`src/common/dmaad_pkg.sv`:
```
// ************************************************************
// dma acknowledge and destination mode constants
// ************************************************************
package dmaad_pkg;
  localparam int ADDR_W = 8;
  localparam int DATA_W = 32;
  localparam int CHANS = 4;
  localparam int ACK_CHANS = 2;
  localparam int FIFO_DEPTH = 32;
  localparam int UNIT_W = 6;

  // register pages, word index in addr[3:2]
  localparam logic [3:0] PAGE_CTRL = 4'h0;
  localparam logic [3:0] PAGE_DEST = 4'h1;
  localparam logic [7:0] STAT_OFF = 8'h20;

  // channel_control field positions
  localparam int ACK_CYCLE_BIT = 17;
  localparam int ACK_POL_BIT = 16;
  localparam int DEST_MODE_HI = 15;
  localparam int DEST_MODE_LO = 14;

  // status field positions
  localparam int STAT_BUSY_BIT = 0;
  localparam int STAT_CHAN_LSB = 1;
  localparam int STAT_CHAN_MSB = 2;

  // reset values
  localparam logic ACK_CYCLE_RST = 1'b0;
  localparam logic ACK_POL_RST = 1'b0;
  localparam logic [31:0] DEST_ADDR_RST = 32'h0000_0000;

  // unit word layout: {chan, single, dev2mem, size}
  localparam int U_SIZE_LSB = 0;
  localparam int U_SIZE_MSB = 1;
  localparam int U_DEV2MEM = 2;
  localparam int U_SINGLE = 3;
  localparam int U_CHAN_LSB = 4;
  localparam int U_CHAN_MSB = 5;

  typedef enum logic [1:0] {
    DMAAD_DM_FIXED = 2'b00,
    DMAAD_DM_INC = 2'b01,
    DMAAD_DM_DEC = 2'b10,
    DMAAD_DM_BAD = 2'b11
  } dmaad_dmode_t;

  typedef enum logic [1:0] {
    DMAAD_SZ_8 = 2'b00,
    DMAAD_SZ_16 = 2'b01,
    DMAAD_SZ_32 = 2'b10
  } dmaad_size_t;

  localparam logic [31:0] STEP_8 = 32'h0000_0001;
  localparam logic [31:0] STEP_16 = 32'h0000_0002;
  localparam logic [31:0] STEP_32 = 32'h0000_0004;

  typedef enum logic [2:0] {
    DMAAD_ST_IDLE = 3'b000,
    DMAAD_ST_READ = 3'b001,
    DMAAD_ST_WRITE = 3'b010,
    DMAAD_ST_SINGLE = 3'b011,
    DMAAD_ST_DONE = 3'b100
  } dmaad_state_t;
endpackage

```
`src/verilog/dmaad_step.sv`:
```
`timescale 1ns/100ps
// ************************************************************
// destination address step for one channel
// ************************************************************
module dmaad_step #(
  parameter int AW = 32
) (
  input wire logic [AW-1:0] cur_addr,
  input wire logic [1:0] mode,
  input wire logic [1:0] size,
  output logic [AW-1:0] next_addr
);
  logic [AW-1:0] step;

  always_comb begin
    case (size)
      dmaad_pkg::DMAAD_SZ_8: step = AW'(dmaad_pkg::STEP_8);
      dmaad_pkg::DMAAD_SZ_16: step = AW'(dmaad_pkg::STEP_16);
      default: step = AW'(dmaad_pkg::STEP_32);
    endcase
  end

  always_comb begin
    case (mode)
      dmaad_pkg::DMAAD_DM_INC: next_addr = cur_addr + step;
      dmaad_pkg::DMAAD_DM_DEC: next_addr = cur_addr - step;
      // the prohibited code behaves as fixed rather than walking off
      default: next_addr = cur_addr;
    endcase
  end
endmodule // dmaad_step

```
`src/verilog/dmaad_fifo.sv`:
```
`timescale 1ns/100ps
// ************************************************************
// transfer unit queue
// ************************************************************
module dmaad_fifo #(
  parameter int WIDTH = 6,
  parameter int DEPTH = 32
) (
  input wire logic clk,
  input wire logic rst,
  input wire logic in_valid,
  output logic in_ready,
  input wire logic [WIDTH-1:0] in_data,
  output logic out_valid,
  input wire logic out_ready,
  output logic [WIDTH-1:0] out_data
);
  localparam int PW = $clog2(DEPTH);
  logic [WIDTH-1:0] mem_r [DEPTH];
  logic [PW-1:0] wp_r;
  logic [PW-1:0] rp_r;
  logic [PW:0] cnt_r;
  logic [PW:0] cnt_nxt;
  logic push;
  logic pop;

  assign push = in_valid && in_ready;
  assign pop = out_valid && out_ready;
  assign out_valid = (cnt_r != '0);
  assign out_data = mem_r[rp_r];

  always_comb begin
    cnt_nxt = cnt_r;
    if (push && !pop) begin
      cnt_nxt = cnt_r + 1'b1;
    end else if (pop && !push) begin
      cnt_nxt = cnt_r - 1'b1;
    end
  end

  always_ff @(posedge clk) begin
    if (push) begin
      mem_r[wp_r] <= in_data;
    end
  end

  always_ff @(posedge clk) begin
    if (rst) begin
      wp_r <= '0;
      rp_r <= '0;
      cnt_r <= '0;
      in_ready <= 1'b0;
    end else begin
      if (push) begin
        wp_r <= (wp_r == PW'(DEPTH - 1)) ? '0 : wp_r + 1'b1;
      end
      if (pop) begin
        rp_r <= (rp_r == PW'(DEPTH - 1)) ? '0 : rp_r + 1'b1;
      end
      cnt_r <= cnt_nxt;
      // registered ready: full is known a cycle ahead from the count
      in_ready <= (cnt_nxt != (PW + 1)'(DEPTH));
    end
  end
endmodule // dmaad_fifo

```
`src/verilog/dmaad_top.sv`:
```
// Our own choices: the placing of the registers and the address-and-strobe port.
`timescale 1ns/100ps
// Operation
// - dual mode: ack on read or write
// - single mode: ack every transfer always
// - ack cycle bit only on channels 0,1
// - polarity bit: 0 high, 1 low
// - polarity bit only on channels 0,1
// - mode 00 fixed; 11 prohibited
// - mode 01 increments by size
// - mode 10 decrements by size
// - single device-to-memory ignores destination mode
// - single memory-to-device ignores destination register
module dmaad_top #(
  parameter int AW = 32,
  parameter int DEPTH = dmaad_pkg::FIFO_DEPTH
) (
  input wire logic clk,
  input wire logic rst,
  input wire logic [dmaad_pkg::ADDR_W-1:0] reg_addr,
  input wire logic [dmaad_pkg::DATA_W-1:0] reg_wdata,
  input wire logic reg_wr,
  input wire logic reg_rd,
  output logic [dmaad_pkg::DATA_W-1:0] reg_rdata,
  input wire logic unit_valid,
  output logic unit_ready,
  input wire logic [1:0] unit_chan,
  input wire logic unit_single,
  input wire logic unit_dev2mem,
  input wire logic [1:0] unit_size,
  output logic rd_cycle,
  output logic wr_cycle,
  output logic single_cycle,
  output logic [AW-1:0] dest_addr_out,
  output logic [dmaad_pkg::ACK_CHANS-1:0] dma_ack_out,
  output logic unit_done
);
  // ************************************************************
  // declarations
  // ************************************************************
  localparam int NCH = dmaad_pkg::CHANS;
  localparam int NACK = dmaad_pkg::ACK_CHANS;
  localparam int UW = dmaad_pkg::UNIT_W;

  dmaad_pkg::dmaad_state_t state_r;
  dmaad_pkg::dmaad_state_t state_nxt;
  logic [NACK-1:0] ack_cycle_select_r;
  logic [NACK-1:0] ack_polarity_r;
  logic [1:0] dest_mode_r [NCH];
  logic [AW-1:0] dest_address_reg_r [NCH];
  logic [AW-1:0] step_nxt [NCH];
  logic [UW-1:0] unit_r;
  logic [UW-1:0] unit_nxt;
  logic [UW-1:0] f_data;
  logic f_valid;
  logic f_pop;
  logic [1:0] chan_nxt;
  logic [1:0] cur_chan;
  logic cur_single;
  logic cur_dev2mem;
  logic upd_en;
  logic ack_act;
  logic [dmaad_pkg::DATA_W-1:0] rd_mux;
  logic [1:0] widx;
  logic ctrl_hit;
  logic dest_hit;

  assign widx = reg_addr[3:2];
  assign ctrl_hit = (reg_addr[7:4] == dmaad_pkg::PAGE_CTRL) && (reg_addr[1:0] == 2'b00);
  assign dest_hit = (reg_addr[7:4] == dmaad_pkg::PAGE_DEST) && (reg_addr[1:0] == 2'b00);
  assign cur_chan = unit_r[dmaad_pkg::U_CHAN_MSB:dmaad_pkg::U_CHAN_LSB];
  assign cur_single = unit_r[dmaad_pkg::U_SINGLE];
  assign cur_dev2mem = unit_r[dmaad_pkg::U_DEV2MEM];

  // ************************************************************
  // unit queue; only a full queue back-pressures the source
  // ************************************************************
  dmaad_fifo #(
    .WIDTH(UW),
    .DEPTH(DEPTH)
  ) u_fifo (
    .clk(clk),
    .rst(rst),
    .in_valid(unit_valid),
    .in_ready(unit_ready),
    .in_data({unit_chan, unit_single, unit_dev2mem, unit_size}),
    .out_valid(f_valid),
    .out_ready(f_pop),
    .out_data(f_data)
  );

  assign f_pop = (state_r == dmaad_pkg::DMAAD_ST_IDLE);
  assign unit_nxt = (f_pop && f_valid) ? f_data : unit_r;
  assign chan_nxt = unit_nxt[dmaad_pkg::U_CHAN_MSB:dmaad_pkg::U_CHAN_LSB];

  // ************************************************************
  // per-channel address steppers
  // ************************************************************
  for (genvar c = 0; c < NCH; c++) begin : g_step
    dmaad_step #(
      .AW(AW)
    ) u_step (
      .cur_addr(dest_address_reg_r[c]),
      .mode(dest_mode_r[c]),
      .size(unit_r[dmaad_pkg::U_SIZE_MSB:dmaad_pkg::U_SIZE_LSB]),
      .next_addr(step_nxt[c])
    );
  end

  // ************************************************************
  // transfer sequencer
  // ************************************************************
  always_comb begin
    state_nxt = state_r;
    case (state_r)
      dmaad_pkg::DMAAD_ST_IDLE: begin
        if (f_valid) begin
          state_nxt = f_data[dmaad_pkg::U_SINGLE] ? dmaad_pkg::DMAAD_ST_SINGLE
                                                   : dmaad_pkg::DMAAD_ST_READ;
        end
      end
      dmaad_pkg::DMAAD_ST_READ: state_nxt = dmaad_pkg::DMAAD_ST_WRITE;
      dmaad_pkg::DMAAD_ST_WRITE: state_nxt = dmaad_pkg::DMAAD_ST_DONE;
      dmaad_pkg::DMAAD_ST_SINGLE: state_nxt = dmaad_pkg::DMAAD_ST_DONE;
      dmaad_pkg::DMAAD_ST_DONE: state_nxt = dmaad_pkg::DMAAD_ST_IDLE;
      default: state_nxt = dmaad_pkg::DMAAD_ST_IDLE;
    endcase
  end

  always_ff @(posedge clk) begin
    if (rst) begin
      state_r <= dmaad_pkg::DMAAD_ST_IDLE;
      unit_r <= '0;
    end else begin
      state_r <= state_nxt;
      unit_r <= unit_nxt;
    end
  end

  // ************************************************************
  // acknowledge timing and level
  // ************************************************************
  always_comb begin
    ack_act = 1'b0;
    if (unit_nxt[dmaad_pkg::U_SINGLE]) begin
      ack_act = (state_nxt == dmaad_pkg::DMAAD_ST_SINGLE);
    end else if (chan_nxt < 2'(NACK)) begin
      ack_act = ack_cycle_select_r[chan_nxt[0]]
              ? (state_nxt == dmaad_pkg::DMAAD_ST_WRITE)
              : (state_nxt == dmaad_pkg::DMAAD_ST_READ);
    end
  end

  always_ff @(posedge clk) begin
    if (rst) begin
      dma_ack_out <= '0;
    end else begin
      for (int c = 0; c < NACK; c++) begin
        dma_ack_out[c] <= (ack_act && (chan_nxt == 2'(c))) ^ ack_polarity_r[c];
      end
    end
  end

  always_ff @(posedge clk) begin
    if (rst) begin
      rd_cycle <= 1'b0;
      wr_cycle <= 1'b0;
      single_cycle <= 1'b0;
      unit_done <= 1'b0;
      dest_addr_out <= '0;
    end else begin
      rd_cycle <= (state_nxt == dmaad_pkg::DMAAD_ST_READ);
      wr_cycle <= (state_nxt == dmaad_pkg::DMAAD_ST_WRITE);
      single_cycle <= (state_nxt == dmaad_pkg::DMAAD_ST_SINGLE);
      unit_done <= (state_nxt == dmaad_pkg::DMAAD_ST_DONE);
      if (state_nxt == dmaad_pkg::DMAAD_ST_WRITE ||
          (state_nxt == dmaad_pkg::DMAAD_ST_SINGLE && unit_nxt[dmaad_pkg::U_DEV2MEM])) begin
        dest_addr_out <= dest_address_reg_r[chan_nxt];
      end else begin
        dest_addr_out <= '0;
      end
    end
  end

  // ************************************************************
  // register file
  // ************************************************************
  // single units leave the address alone
  assign upd_en = (state_r == dmaad_pkg::DMAAD_ST_DONE) && !cur_single;

  always_ff @(posedge clk) begin
    if (rst) begin
      ack_cycle_select_r <= {NACK{dmaad_pkg::ACK_CYCLE_RST}};
      ack_polarity_r <= {NACK{dmaad_pkg::ACK_POL_RST}};
    end else if (reg_wr && ctrl_hit && (widx < 2'(NACK))) begin
      ack_cycle_select_r[widx[0]] <= reg_wdata[dmaad_pkg::ACK_CYCLE_BIT];
      ack_polarity_r[widx[0]] <= reg_wdata[dmaad_pkg::ACK_POL_BIT];
    end
  end

  always_ff @(posedge clk) begin
    if (rst) begin
      for (int c = 0; c < NCH; c++) begin
        dest_mode_r[c] <= dmaad_pkg::DMAAD_DM_FIXED;
      end
    end else if (reg_wr && ctrl_hit) begin
      dest_mode_r[widx] <= reg_wdata[dmaad_pkg::DEST_MODE_HI:dmaad_pkg::DEST_MODE_LO];
    end
  end

  always_ff @(posedge clk) begin
    if (rst) begin
      for (int c = 0; c < NCH; c++) begin
        dest_address_reg_r[c] <= AW'(dmaad_pkg::DEST_ADDR_RST);
      end
    end else begin
      // hardware step wins over a same-cycle write to that channel
      if (reg_wr && dest_hit && !(upd_en && widx == cur_chan)) begin
        dest_address_reg_r[widx] <= AW'(reg_wdata);
      end
      if (upd_en) begin
        dest_address_reg_r[cur_chan] <= step_nxt[cur_chan];
      end
    end
  end

  always_comb begin
    rd_mux = '0;
    if (ctrl_hit) begin
      if (widx < 2'(NACK)) begin
        rd_mux[dmaad_pkg::ACK_CYCLE_BIT] = ack_cycle_select_r[widx[0]];
        rd_mux[dmaad_pkg::ACK_POL_BIT] = ack_polarity_r[widx[0]];
      end
      rd_mux[dmaad_pkg::DEST_MODE_HI:dmaad_pkg::DEST_MODE_LO] = dest_mode_r[widx];
    end else if (dest_hit) begin
      rd_mux = dmaad_pkg::DATA_W'(dest_address_reg_r[widx]);
    end else if (reg_addr == dmaad_pkg::STAT_OFF) begin
      rd_mux[dmaad_pkg::STAT_BUSY_BIT] = (state_r != dmaad_pkg::DMAAD_ST_IDLE);
      rd_mux[dmaad_pkg::STAT_CHAN_MSB:dmaad_pkg::STAT_CHAN_LSB] = cur_chan;
    end
  end

  always_ff @(posedge clk) begin
    if (rst) begin
      reg_rdata <= '0;
    end else begin
      reg_rdata <= reg_rd ? rd_mux : '0;
    end
  end
endmodule // dmaad_top

```
`config.mk`:
```
export PLATFORM = sky130hd
export DESIGN_NAME = dmaad_top
export DESIGN_NICKNAME = d
export VERILOG_FILES = /design/src/common/dmaad_pkg.sv /design/src/verilog/dmaad_step.sv /design/src/verilog/dmaad_fifo.sv /design/src/verilog/dmaad_top.sv
export SDC_FILE = /design/constraint.sdc
export NUM_CORES = 1
export LEC_CHECK = 0
export ABC_AREA = 1
export BUFFER_PORTS_ARGS = -buffer_cell sky130_fd_sc_hd__buf_2
export CAP_MARGIN = 40
export CORE_ASPECT_RATIO = 1.2
export CORE_MARGIN = 1
export CORE_UTILIZATION = 40
export CTS_BUF_LIST = sky130_fd_sc_hd__clkbuf_2 sky130_fd_sc_hd__clkbuf_4 sky130_fd_sc_hd__clkbuf_8
export CTS_CLUSTER_DIAMETER = 50
export DETAILED_ROUTE_END_ITERATION = 7
export PLACE_DENSITY_LB_ADDON = 0.15
export SYNTH_ARGS = -nofsm -noshare
export SYNTH_HDL_FRONTEND = slang
export SYNTH_SLANG_ARGS = --single-unit
```
`constraint.sdc`:
```
create_clock -name clk -period 3 [get_ports clk]
set_input_delay 0.6 -clock clk [delete_from_list [all_inputs] [get_ports clk]]
set_output_delay 0.6 -clock clk [all_outputs]
set_load 0.05 [all_outputs]
```
Word level (Yosys, flattened, before mapping):

Memories as Yosys holds them, arrays and structs flattened. A register that Yosys moved wholly into a read port is not among the register bits.
Index checks and enable logic that the tools add are counted.

* flip-flop bits (word level): 68
* bits in writable memories: 328
* input bits: 51
* logic and storage cells: 162
* memories kept: 3

Memories
* u_fifo.mem_r: depth 32, width 6, read ports 1, clocked after memory_dff 1, wr ports 1, RTL line dmaad_fifo.sv:19 `logic [WIDTH-1:0] mem_r [DEPTH];`
* dest_address_reg_r: depth 4, width 32, read ports 6, clocked after memory_dff 1, wr ports 4, RTL line dmaad_top.sv:50 `logic [AW-1:0] dest_address_reg_r [NCH];`
* dest_mode_r: depth 4, width 2, read ports 5, clocked after memory_dff 0, wr ports 4, RTL line dmaad_top.sv:49 `logic [1:0] dest_mode_r [NCH];`

* add/sub/neg operators: 12
* magnitude comparators: 6
* eq/ne operators: 24
* muxes and demuxes: 58
* bitwise gates (word level): 6
* reductions and logical operators: 36

Operators by type and width (number)
* 32-bit case mux with 2 select lines: 4
* 32-bit 2-to-1 mux: 4
* 32-bit adder: 3
* 32-bit subtractor: 3
* 32-bit binary-select mux with 2-bit select: 1
* 32-bit OR reduction: 2
* 32-bit by 3-bit adder with 32-bit output: 1
* 32-bit by 3-bit subtractor with 32-bit output: 1
* 1-bit 2-to-1 mux: 26
* 5-bit 2-to-1 mux: 4
* 6-bit 2-to-1 mux: 3
* 1-bit logical AND: 16
* 15-bit 2-to-1 mux: 1
* 2-bit by 1-bit == test with 1-bit output (second input constant): 6
* 3-bit by 2-bit == test with 1-bit output (second input constant): 4
* 2-bit 2-to-1 mux: 6
* 5-bit by 1-bit adder with 5-bit output (second input constant): 2
* 5-bit == test (second input constant): 2
* 3-bit 2-to-1 mux: 3
* 3-bit case mux with 3 select lines: 1
* 2-bit == test (second input constant): 4
* 8-bit by 6-bit == test with 1-bit output (second input constant): 1
* 2-bit OR reduction: 4
* 6-bit by 1-bit adder with 6-bit output (second input constant): 1
* other kinds (26): 39

Depth between registers and ports, before layout:

Gate-level depths: netlist (run 1).

* depth in word-level cells: 10
* mapped depth: 21

Modules after synthesis:

From an unflattened synthesis (run 1), not the netlist that was laid out.

* cell total of the unflattened synthesis: 4314
* area, all modules: 30666.9 µm²

Modules (own cells, without submodules)
* dmaad_top: instances 1, cells an instance 1198, area each 10517.6 µm², seq. area each 5725.5 µm²
* dmaad_fifo: instances 1, cells an instance 745, area each 8837.2 µm², seq. area each 6206.0 µm²
* dmaad_step at g_step[1].u_step ...: instances 2, cells an instance 594, area each 2856.5 µm², seq. area each 0.0 µm²
* dmaad_step at g_step[3].u_step: instances 1, cells an instance 594, area each 2808.9 µm², seq. area each 0.0 µm²
* dmaad_step at g_step[0].u_step: instances 1, cells an instance 589, area each 2790.2 µm², seq. area each 0.0 µm²

Worst setup path after synthesis (run 1):

No wires, ideal clock.

* path kind: input-to-reg
* start point: in reg_addr[7] in the netlist's numbering
* end point: mem dest_address_reg_r[3][0] (enable)
* data arrival time: 2.812 ns
* required time: 2.569 ns
* path slack: -0.243 ns
* stages: 5
* path buffers: 0
* cells stage by stage: nor2_1 -> nand2_1 -> nor4_4 -> nand3_2 -> o211ai_1

RTL lines
* start, declared: RTL line dmaad_top.sv:20 `input wire logic [dmaad_pkg::ADDR_W-1:0] reg_addr,`
* end, declared: RTL line dmaad_top.sv:50

==> run_results.csv, run 1 <==
group,metric,value,unit
final_layout,fillCellCount,6461,
yosys,synth_fp_nets,3745,
global_routing,grt_pass1_wl,182000,um
detailed_routing,drt_iter0_drc,3047,
final_layout,area_growth,41.0,%
critical_path,cpPeakStageDelay,0.47,ns
sta,skew,0.0389,ns
sta,fin_ws,-0.225,ns
sta,holdWs,0.242,ns
detailed_routing,drtAntennaViolNets,0,
yosys,syn_inst,3549,
power_and_ir_drop,p_leak,16.5,nW
final_layout,seq_area,12000,sq um
floorplan,coreArea,69500,sq um
critical_path,cp-start-kind,"flip-flop",
sta,relSlewSlack,50.1,%
flow_run,drv_cap,0,
yosys,yosysTopAreaCell,"edfxtp_1",
global_routing,grt_max_degree,52,
sta,setup_viol_count_final,78,
detailed_routing,wl,129000,um
detailed_routing,drc,0,
global_routing,grtUsageTotal,34.9,%
yosys,synth_area,28100,sq um
yosys,synth_seq_area_share,42.6,%
floorplan,ioPinCount,122,
critical_path,cp.required,3.43,ns
floorplan,die_width,244,um
global_routing,antenna_found_initial,5,
floorplan,die_area,71200,sq um
global_routing,globalRouteOverflowTotal,0,
yosys,synth-seq-cells,433,
yosys,syn_avg_cell_area,7.90,sq um
floorplan,die_y,292,um
yosys,synth_edf_count,328,
power_and_ir_drop,vdd_ir_drop_max,0.551,mV
final_layout,final_cell_area,39500,sq um
detailed_routing,vias,29900,
sta,rsz0062_at_grt,"true",
worst_hold_path,hold_class,"in -> reg",
place,port_buffers,121,
critical_path,cp-end-kind,"flip-flop",
yosys,synth-main-ff-cell,"edfxtp_1",
detailed_routing,firstDrtPassIters,6,
sta,worstMarginPinSlew,0.747,ns
clocking,numCtsBuffers,79,
clocking,cts_root_buf,"clkbuf_8",
clocking,cts.clk_slew.worst_paths,0.07,ns
run_status,status,"finished, violations left",
critical_path,cp_cell_sequence,"ha_4 > clkbuf_16 > ha_4 > buf_4 > a21oi_1 > o21a_1 > o21ai_1 > nand2_1 > nand4_1 > nand2_1 > nand2_1 > o21ai_1 > buf_4 > nand2_4 > o21ai_2 > nand2_1",
yosys,yosysTopAreaCellShare,35.1,%
power_and_ir_drop,p_per_area,633,nW/um^2
sta,period_needed,3.23,ns
sta,fmax,310,MHz
clocking,cts_max_path_buffers,3,
final_layout,multi_input_comb_area,17200,sq um
final_layout,fin_nets,4450,
yosys,yosysWarnings,0,
global_routing,grt_pass1_vias,28900,
critical_path,critPathMostFrequentCell,"nand2_1",
place,hpwl,96800,um
place,place_area,34000,sq um
run_status,violations,"negative setup slack",
critical_path,crit_buf_inv,3,
detailed_routing,wl_per_cell,24.6,um
yosys,yosysUniqueCellTypes,56,
yosys,synth.area.top_cells,"edfxtp_1, nand2_1, dfxtp_1",
sta,slew_viol_final,0,
place,place_congestion,1.03,
critical_path,path_class,"reg -> reg",
clocking,clk_latency,0.69,ns
sta,fin_crit_sh,108,%
critical_path,slowest_stage,"edfxtp_1",
floorplan,start_util,40.4,%
clocking,htree_num_levels,3,
final_layout,drive_gt1_share,34.8,%
clocking,cts_sinks,433,
critical_path,cp_max_fo,5,
sta,finalHoldViolCount,0,
critical_path,crit_arrival,3.66,ns
clocking,cts_tree,"built",
detailed_routing,viasPerCell,5.70,
critical_path,cp_top_family,"compound AO/OA/AOI/OAI gates",
floorplan,rows,106,
yosys,synthArstFlopShare,0,%
[sequential cells by signal, summed over array words and instances, names as in the netlist, 3 cells and up, named ones only]
name                flops
u_fifo.mem_r          192
unit_r                  6
u_fifo.cnt_r            6
u_fifo.rp_r             5
dest_address_reg_r    128
u_fifo.wp_r             5
reg_rdata              32
dest_mode_r             8
dest_addr_out          32
state_r                 3
[cell usage in the layout (no fill, tap or decap), types with 27 or more instances in the layout]
master	instances
buf_12	27
nor2_1	273
buf_2	121
clkbuf_8	84
ha_1	48
dfxtp_1	103
o21ai_2	61
edfxtp_1	328
a21oi_2	80
o22ai_1	101
nand3_2	30
buf_6	30
o21ai_0	154
nand3_1	206
inv_1	353
buf_4	581
nor2_2	57
a21oi_1	207
ha_4	86
nand2_1	588
a22oi_1	40
o21ai_1	116
xor2_1	62
nand2_2	103
o211ai_1	42
inv_2	29
[layer usage]
| layer | vias to the layer above | global-route usage, % | routed length (um) |
|---|---|---|---|
| li1 | 13700 | - | - |
| met4 | 2 | 20.9 | 9160 |
| met3 | 419 | 6.65 | 10700 |
| met2 | 1534 | 60.5 | 62800 |
| met5 | - | 0 | 11 |
| met1 | 14200 | 39.6 | 46500 |
[report_power, final]
part	switching (mW)	internal, mW	leakage, nW
Combinational	7.52	4.06	11.7
Clock	2.75	3.48	0.883
Sequential	0.370	6.84	3.98
Total	10.6	14.4	16.5
[worst reg2reg max path, delay by kind of cell (launching register included)]
family	cells	cell delay, ns
AOI/OAI and AO/OA	5	0.86
DFF	1	0.47
buffers and inverters	3	0.49
adders and majority gates	2	0.48
and+or+nand+nor	6	0.68
[logic make-up after synthesis]
family                   after synthesis  synth area share [%]
XOR/XNOR                              96                  3.00
buffers and inverters                532                  7.66
adder cells (fa/ha/maj)              145                  6.57
AND/OR/NAND/NOR                     1384                  20.5
AO/OA/AOI/OAI                        959                  19.7
flip-flops                           433                  42.6
[area by class of cell]
cell class / instances / area share (%)
inverters: 390 / 3.73
clock buffers: 103 / 3.28
clock inverters: 43 / 1.11
multi-input cells: 2584 / 43.6
repair buffers: 766 / 15.1
well taps: 918 / 2.90
flip-flops and latches: 433 / 30.2
diodes: 3 / 0.0190
[timing repair]
item,CTS,global route
hold endpoints to repair,0,0
hold buffers,0,0
pin swaps,34,163
endpoints found under the setup margin,104,112
resized for setup,300,587
buffers inserted,8,25
cloned,0,5
[final timing paths]
path / start / endpoint / slack (ns) / cells after the start
setup / recovery: dest_mode_r[0][1] / dest_address_reg_r[0][24] / -0.23 / 16
hold / removal: reg_wdata[9] / dest_address_reg_r[3][9] / 0.24 / 3
setup reg to reg: dest_mode_r[0][1] / dest_address_reg_r[0][24] / -0.23 / 16
hold reg to reg: state_r[1] / state_r[2] / 0.46 / 2
[synth_stat cells (all sizes together), types with 38 or more instances]
| cell type | number |
|---|---|
| o21ai | 336 |
| edfxtp | 328 |
| buf | 60 |
| nand3 | 245 |
| a21oi | 307 |
| ha | 141 |
| xor2 | 72 |
| o211ai | 43 |
| nor2 | 355 |
| nand2 | 710 |
| a22oi | 40 |
| nor3 | 38 |
| o22ai | 109 |
| clkbuf | 82 |
| inv | 384 |
| dfxtp | 105 |
[metrics by stage]
| step | std cells | worst slack, ns | power (mW) | TNS, ns | util [%] |
|---|---|---|---|---|---|
| CTS | 5208 | -0.124 | 24.0 | -4.74 | 53.0 |
| detailed placement | 5054 | -0.572 | 17.5 | -31.01 | 49.0 |
| floorplan | 3549 | -0.188 | 13.0 | -6.01 | - |
| global placement | 5054 | -0.619 | 17.5 | -27.46 | 49.0 |
| global route | 5239 | -0.297 | 26.0 | -14.02 | 56.9 |
| finish | 5240 | -0.225 | 25.0 | -3.96 | 56.9 |
No activity file was read; power rests on OpenSTA's default activity.
==> run 2, diff against run 1 <==
--- a/config.mk
+++ b/config.mk
@@ -14,6 +14,7 @@
 export CTS_BUF_LIST = sky130_fd_sc_hd__clkbuf_2 sky130_fd_sc_hd__clkbuf_4 sky130_fd_sc_hd__clkbuf_8
 export CTS_CLUSTER_DIAMETER = 50
 export DETAILED_ROUTE_END_ITERATION = 7
+export GPL_ROUTABILITY_DRIVEN = 0
 export PLACE_DENSITY_LB_ADDON = 0.15
 export SYNTH_ARGS = -nofsm -noshare
 export SYNTH_HDL_FRONTEND = slang
==> constraint.sdc (replaced) <==
create_clock -name clk -period 3 [get_ports clk]
set_input_delay 0.6 -clock clk [delete_from_list [all_inputs] [get_ports clk]]
set_output_delay 0.6 -clock clk [all_outputs]
set_load 0.005 [all_outputs]
==> run 2 against run 1 <==
Against the previous run:
- the flow still finishes with violations (negative setup slack)
- routed wire length fell by 4.0%
- maximum frequency rose by 3.1%
- clock skew rose by 0.015 ns
- design area fell by 2.9%
- register-to-register slack improved by 0.097 ns
- final cell count fell by 1.0%
- setup slack improved by 0.097 ns
- global-route usage fell by 1.3 points
- count of clock-buffer cells in the layout rose by 3
- combinational power fell by 9%
- critical path type unchanged
- highest routed layer unchanged
==> run_results.csv, run 2 (synthesis results as in run 1) <==
group,metric,value,unit
final_layout,final_cell_area,38400,sq um
sta,setup_viol_count_final,60,
power_and_ir_drop,vdd_ir_drop_max,0.512,mV
sta,holdWs,0.208,ns
sta,period_needed,3.13,ns
global_routing,antenna_found_initial,11,
sta,fmax,320,MHz
floorplan,coreArea,69500,sq um
final_layout,fin_nets,4400,
global_routing,globalRouteOverflowTotal,0,
global_routing,grt_pass1_wl,176000,um
clocking,cts.clk_slew.worst_paths,0.06,ns
floorplan,die_y,292,um
global_routing,grt_pass1_vias,28600,
final_layout,largest_reg_flops,192,
detailed_routing,drt_iter0_drc,2882,
clocking,clk_latency,0.73,ns
sta,rsz0062_at_grt,"true",
clocking,cts_root_buf,"clkbuf_8",
critical_path,cp_cell_sequence,"ha_4 > buf_12 > ha_1 > nand2_1 > buf_4 > nor2_1 > inv_1 > nor2_1 > nand4_1 > nand4_1 > nand3_1 > nand2_1 > nand2_4 > o21ai_2 > nand2_1",
run_status,status,"finished, violations left",
final_layout,drive_gt1_share,31.5,%
sta,slew_viol_final,0,
critical_path,crit_arrival,3.59,ns
power_and_ir_drop,p_per_area,619,nW/um^2
detailed_routing,firstDrtPassIters,6,
floorplan,ioPinCount,122,
clocking,cts_tree,"built",
critical_path,cp_max_fo,11,
critical_path,reg2reg_to,"dest_address_reg_r[0][24]",
detailed_routing,viasPerCell,5.70,
global_routing,grtUsageTotal,33.6,%
critical_path,critPathMostFrequentCell,"nand2_1",
place,port_buffers,121,
critical_path,cp-end-kind,"flip-flop",
detailed_routing,drtAntennaViolNets,0,
global_routing,grt_max_degree,52,
clocking,numCtsBuffers,80,
place,hpwl,90900,um
sta,relSlewSlack,50.6,%
power_and_ir_drop,p_leak,16.2,nW
clocking,ctsHoldBuffers,0,
detailed_routing,drc,0,
place,place_area,33700,sq um
flow_run,drv_cap,0,
critical_path,path_class,"reg -> reg",
clocking,cts_max_path_buffers,3,
final_layout,mostFrequentLayoutCells,"nand2_1, buf_4, inv_1",
final_layout,area_growth,36.9,%
critical_path,cp-start-kind,"flip-flop",
floorplan,start_util,40.4,%
detailed_routing,wl,124000,um
clocking,cts_sinks,433,
final_layout,reg_top3,"u_fifo.mem_r: 192 flops, dest_address_reg_r: 128 flops",
detailed_routing,wl_per_cell,23.9,um
worst_hold_path,hold_class,"in -> reg",
critical_path,cp_top_family,"simple AND/OR/NAND/NOR gates",
final_layout,multi_input_comb_area,16600,sq um
floorplan,die_area,71200,sq um
final_layout,final_common_cell,"nand2_1",
final_layout,fillCellCount,6450,
floorplan,die_width,244,um
detailed_routing,vias,29600,
run_status,violations,"negative setup slack",
floorplan,rows,106,
worst_hold_path,min_from,"reg_wdata[7]",
sta,fin_crit_sh,104,%
critical_path,cp.required,3.46,ns
critical_path,reg2reg_depth,15,
worst_hold_path,holdPathStages,3,
final_layout,largest_register,"u_fifo.mem_r",
sta,worstMarginPinSlew,0.741,ns
worst_hold_path,holdPathEnd,"dest_address_reg_r[3][7]",
final_layout,seq_area,12000,sq um
sta,skew,0.0542,ns
critical_path,r2r_setup_slack,-0.13,ns
sta,fin_ws,-0.129,ns
sta,finalHoldViolCount,0,
critical_path,cpPeakStageDelay,0.45,ns
critical_path,r2r_start,"dest_mode_r[3][1]",
critical_path,slowest_stage,"edfxtp_1",
clocking,htree_num_levels,3,
critical_path,crit_buf_inv,3,
[run 2: area by class of cell]
cell class / instances / area share (%)
diodes: 2 / 0.0130
clock buffers: 106 / 3.42
clock inverters: 38 / 0.850
inverters: 390 / 3.82
multi-input cells: 2584 / 43.3
flip-flops and latches: 433 / 31.1
well taps: 918 / 2.99
repair buffers: 715 / 14.5
[run 2: per-stage QoR]
step	setup slack, ns	setup TNS (ns)	power (mW)	utilization (%)	cells
floorplan	-0.188	-6.01	12.5	-	3549
global placement	-0.391	-21.29	16.7	48.5	5006
detailed placement	-0.388	-23.06	16.7	48.5	5006
CTS	-0.107	-2.71	23.0	52.4	5163
global route	-0.207	-11.72	24.7	55.2	5185
finish	-0.129	-3.35	23.8	55.3	5186
[run 2: power breakdown]
| group | switching (mW) | internal, mW | total, mW |
|---|---|---|---|
| clock network | 2.81 | 3.18 | 5.99 |
| registers | 0.364 | 6.85 | 7.21 |
| logic | 6.75 | 3.81 | 10.6 |
| total | 9.93 | 13.8 | 23.8 |
[run 2: worst register-to-register path: cells and delay by family (launching register included)]
kind / cells / cell delay (ns)
compound gates: 1 / 0.13
fa+ha+maj: 2 / 0.60
buf+inv: 3 / 0.36
flops: 1 / 0.45
simple gates: 9 / 1.31
[run 2: worst max-delay path by stage]
stage | startpoint | end | slack (ns) | cells past startpoint
2_1_floorplan | reg_addr[7] | dest_address_reg_r[3][0] | -0.19 | 5
5_1_grt | dest_mode_r[0][0] | dest_address_reg_r[3][19] | -0.21 | 15
3_3_place_gp | dest_mode_r[0][0] | dest_address_reg_r[3][18] | -0.39 | 15
6_report | dest_mode_r[3][1] | dest_address_reg_r[0][24] | -0.13 | 15
4_1_cts | dest_mode_r[0][1] | dest_address_reg_r[0][24] | -0.11 | 16
3_5_place_dp | dest_mode_r[0][0] | dest_address_reg_r[1][18] | -0.39 | 15
[run 2: timing repair]
action	in CTS	in global routing
endpoints found under the setup margin	100	108
gates cloned	0	3
buffers inserted	13	19
pin swaps	78	130
resized for setup	316	403
[run 2: routing by layer]
layer	track usage, %	routed length, um
met1	37.8	44300
met4	20.7	9180
met2	57.8	59700
met5	0	92
met3	7.10	10700
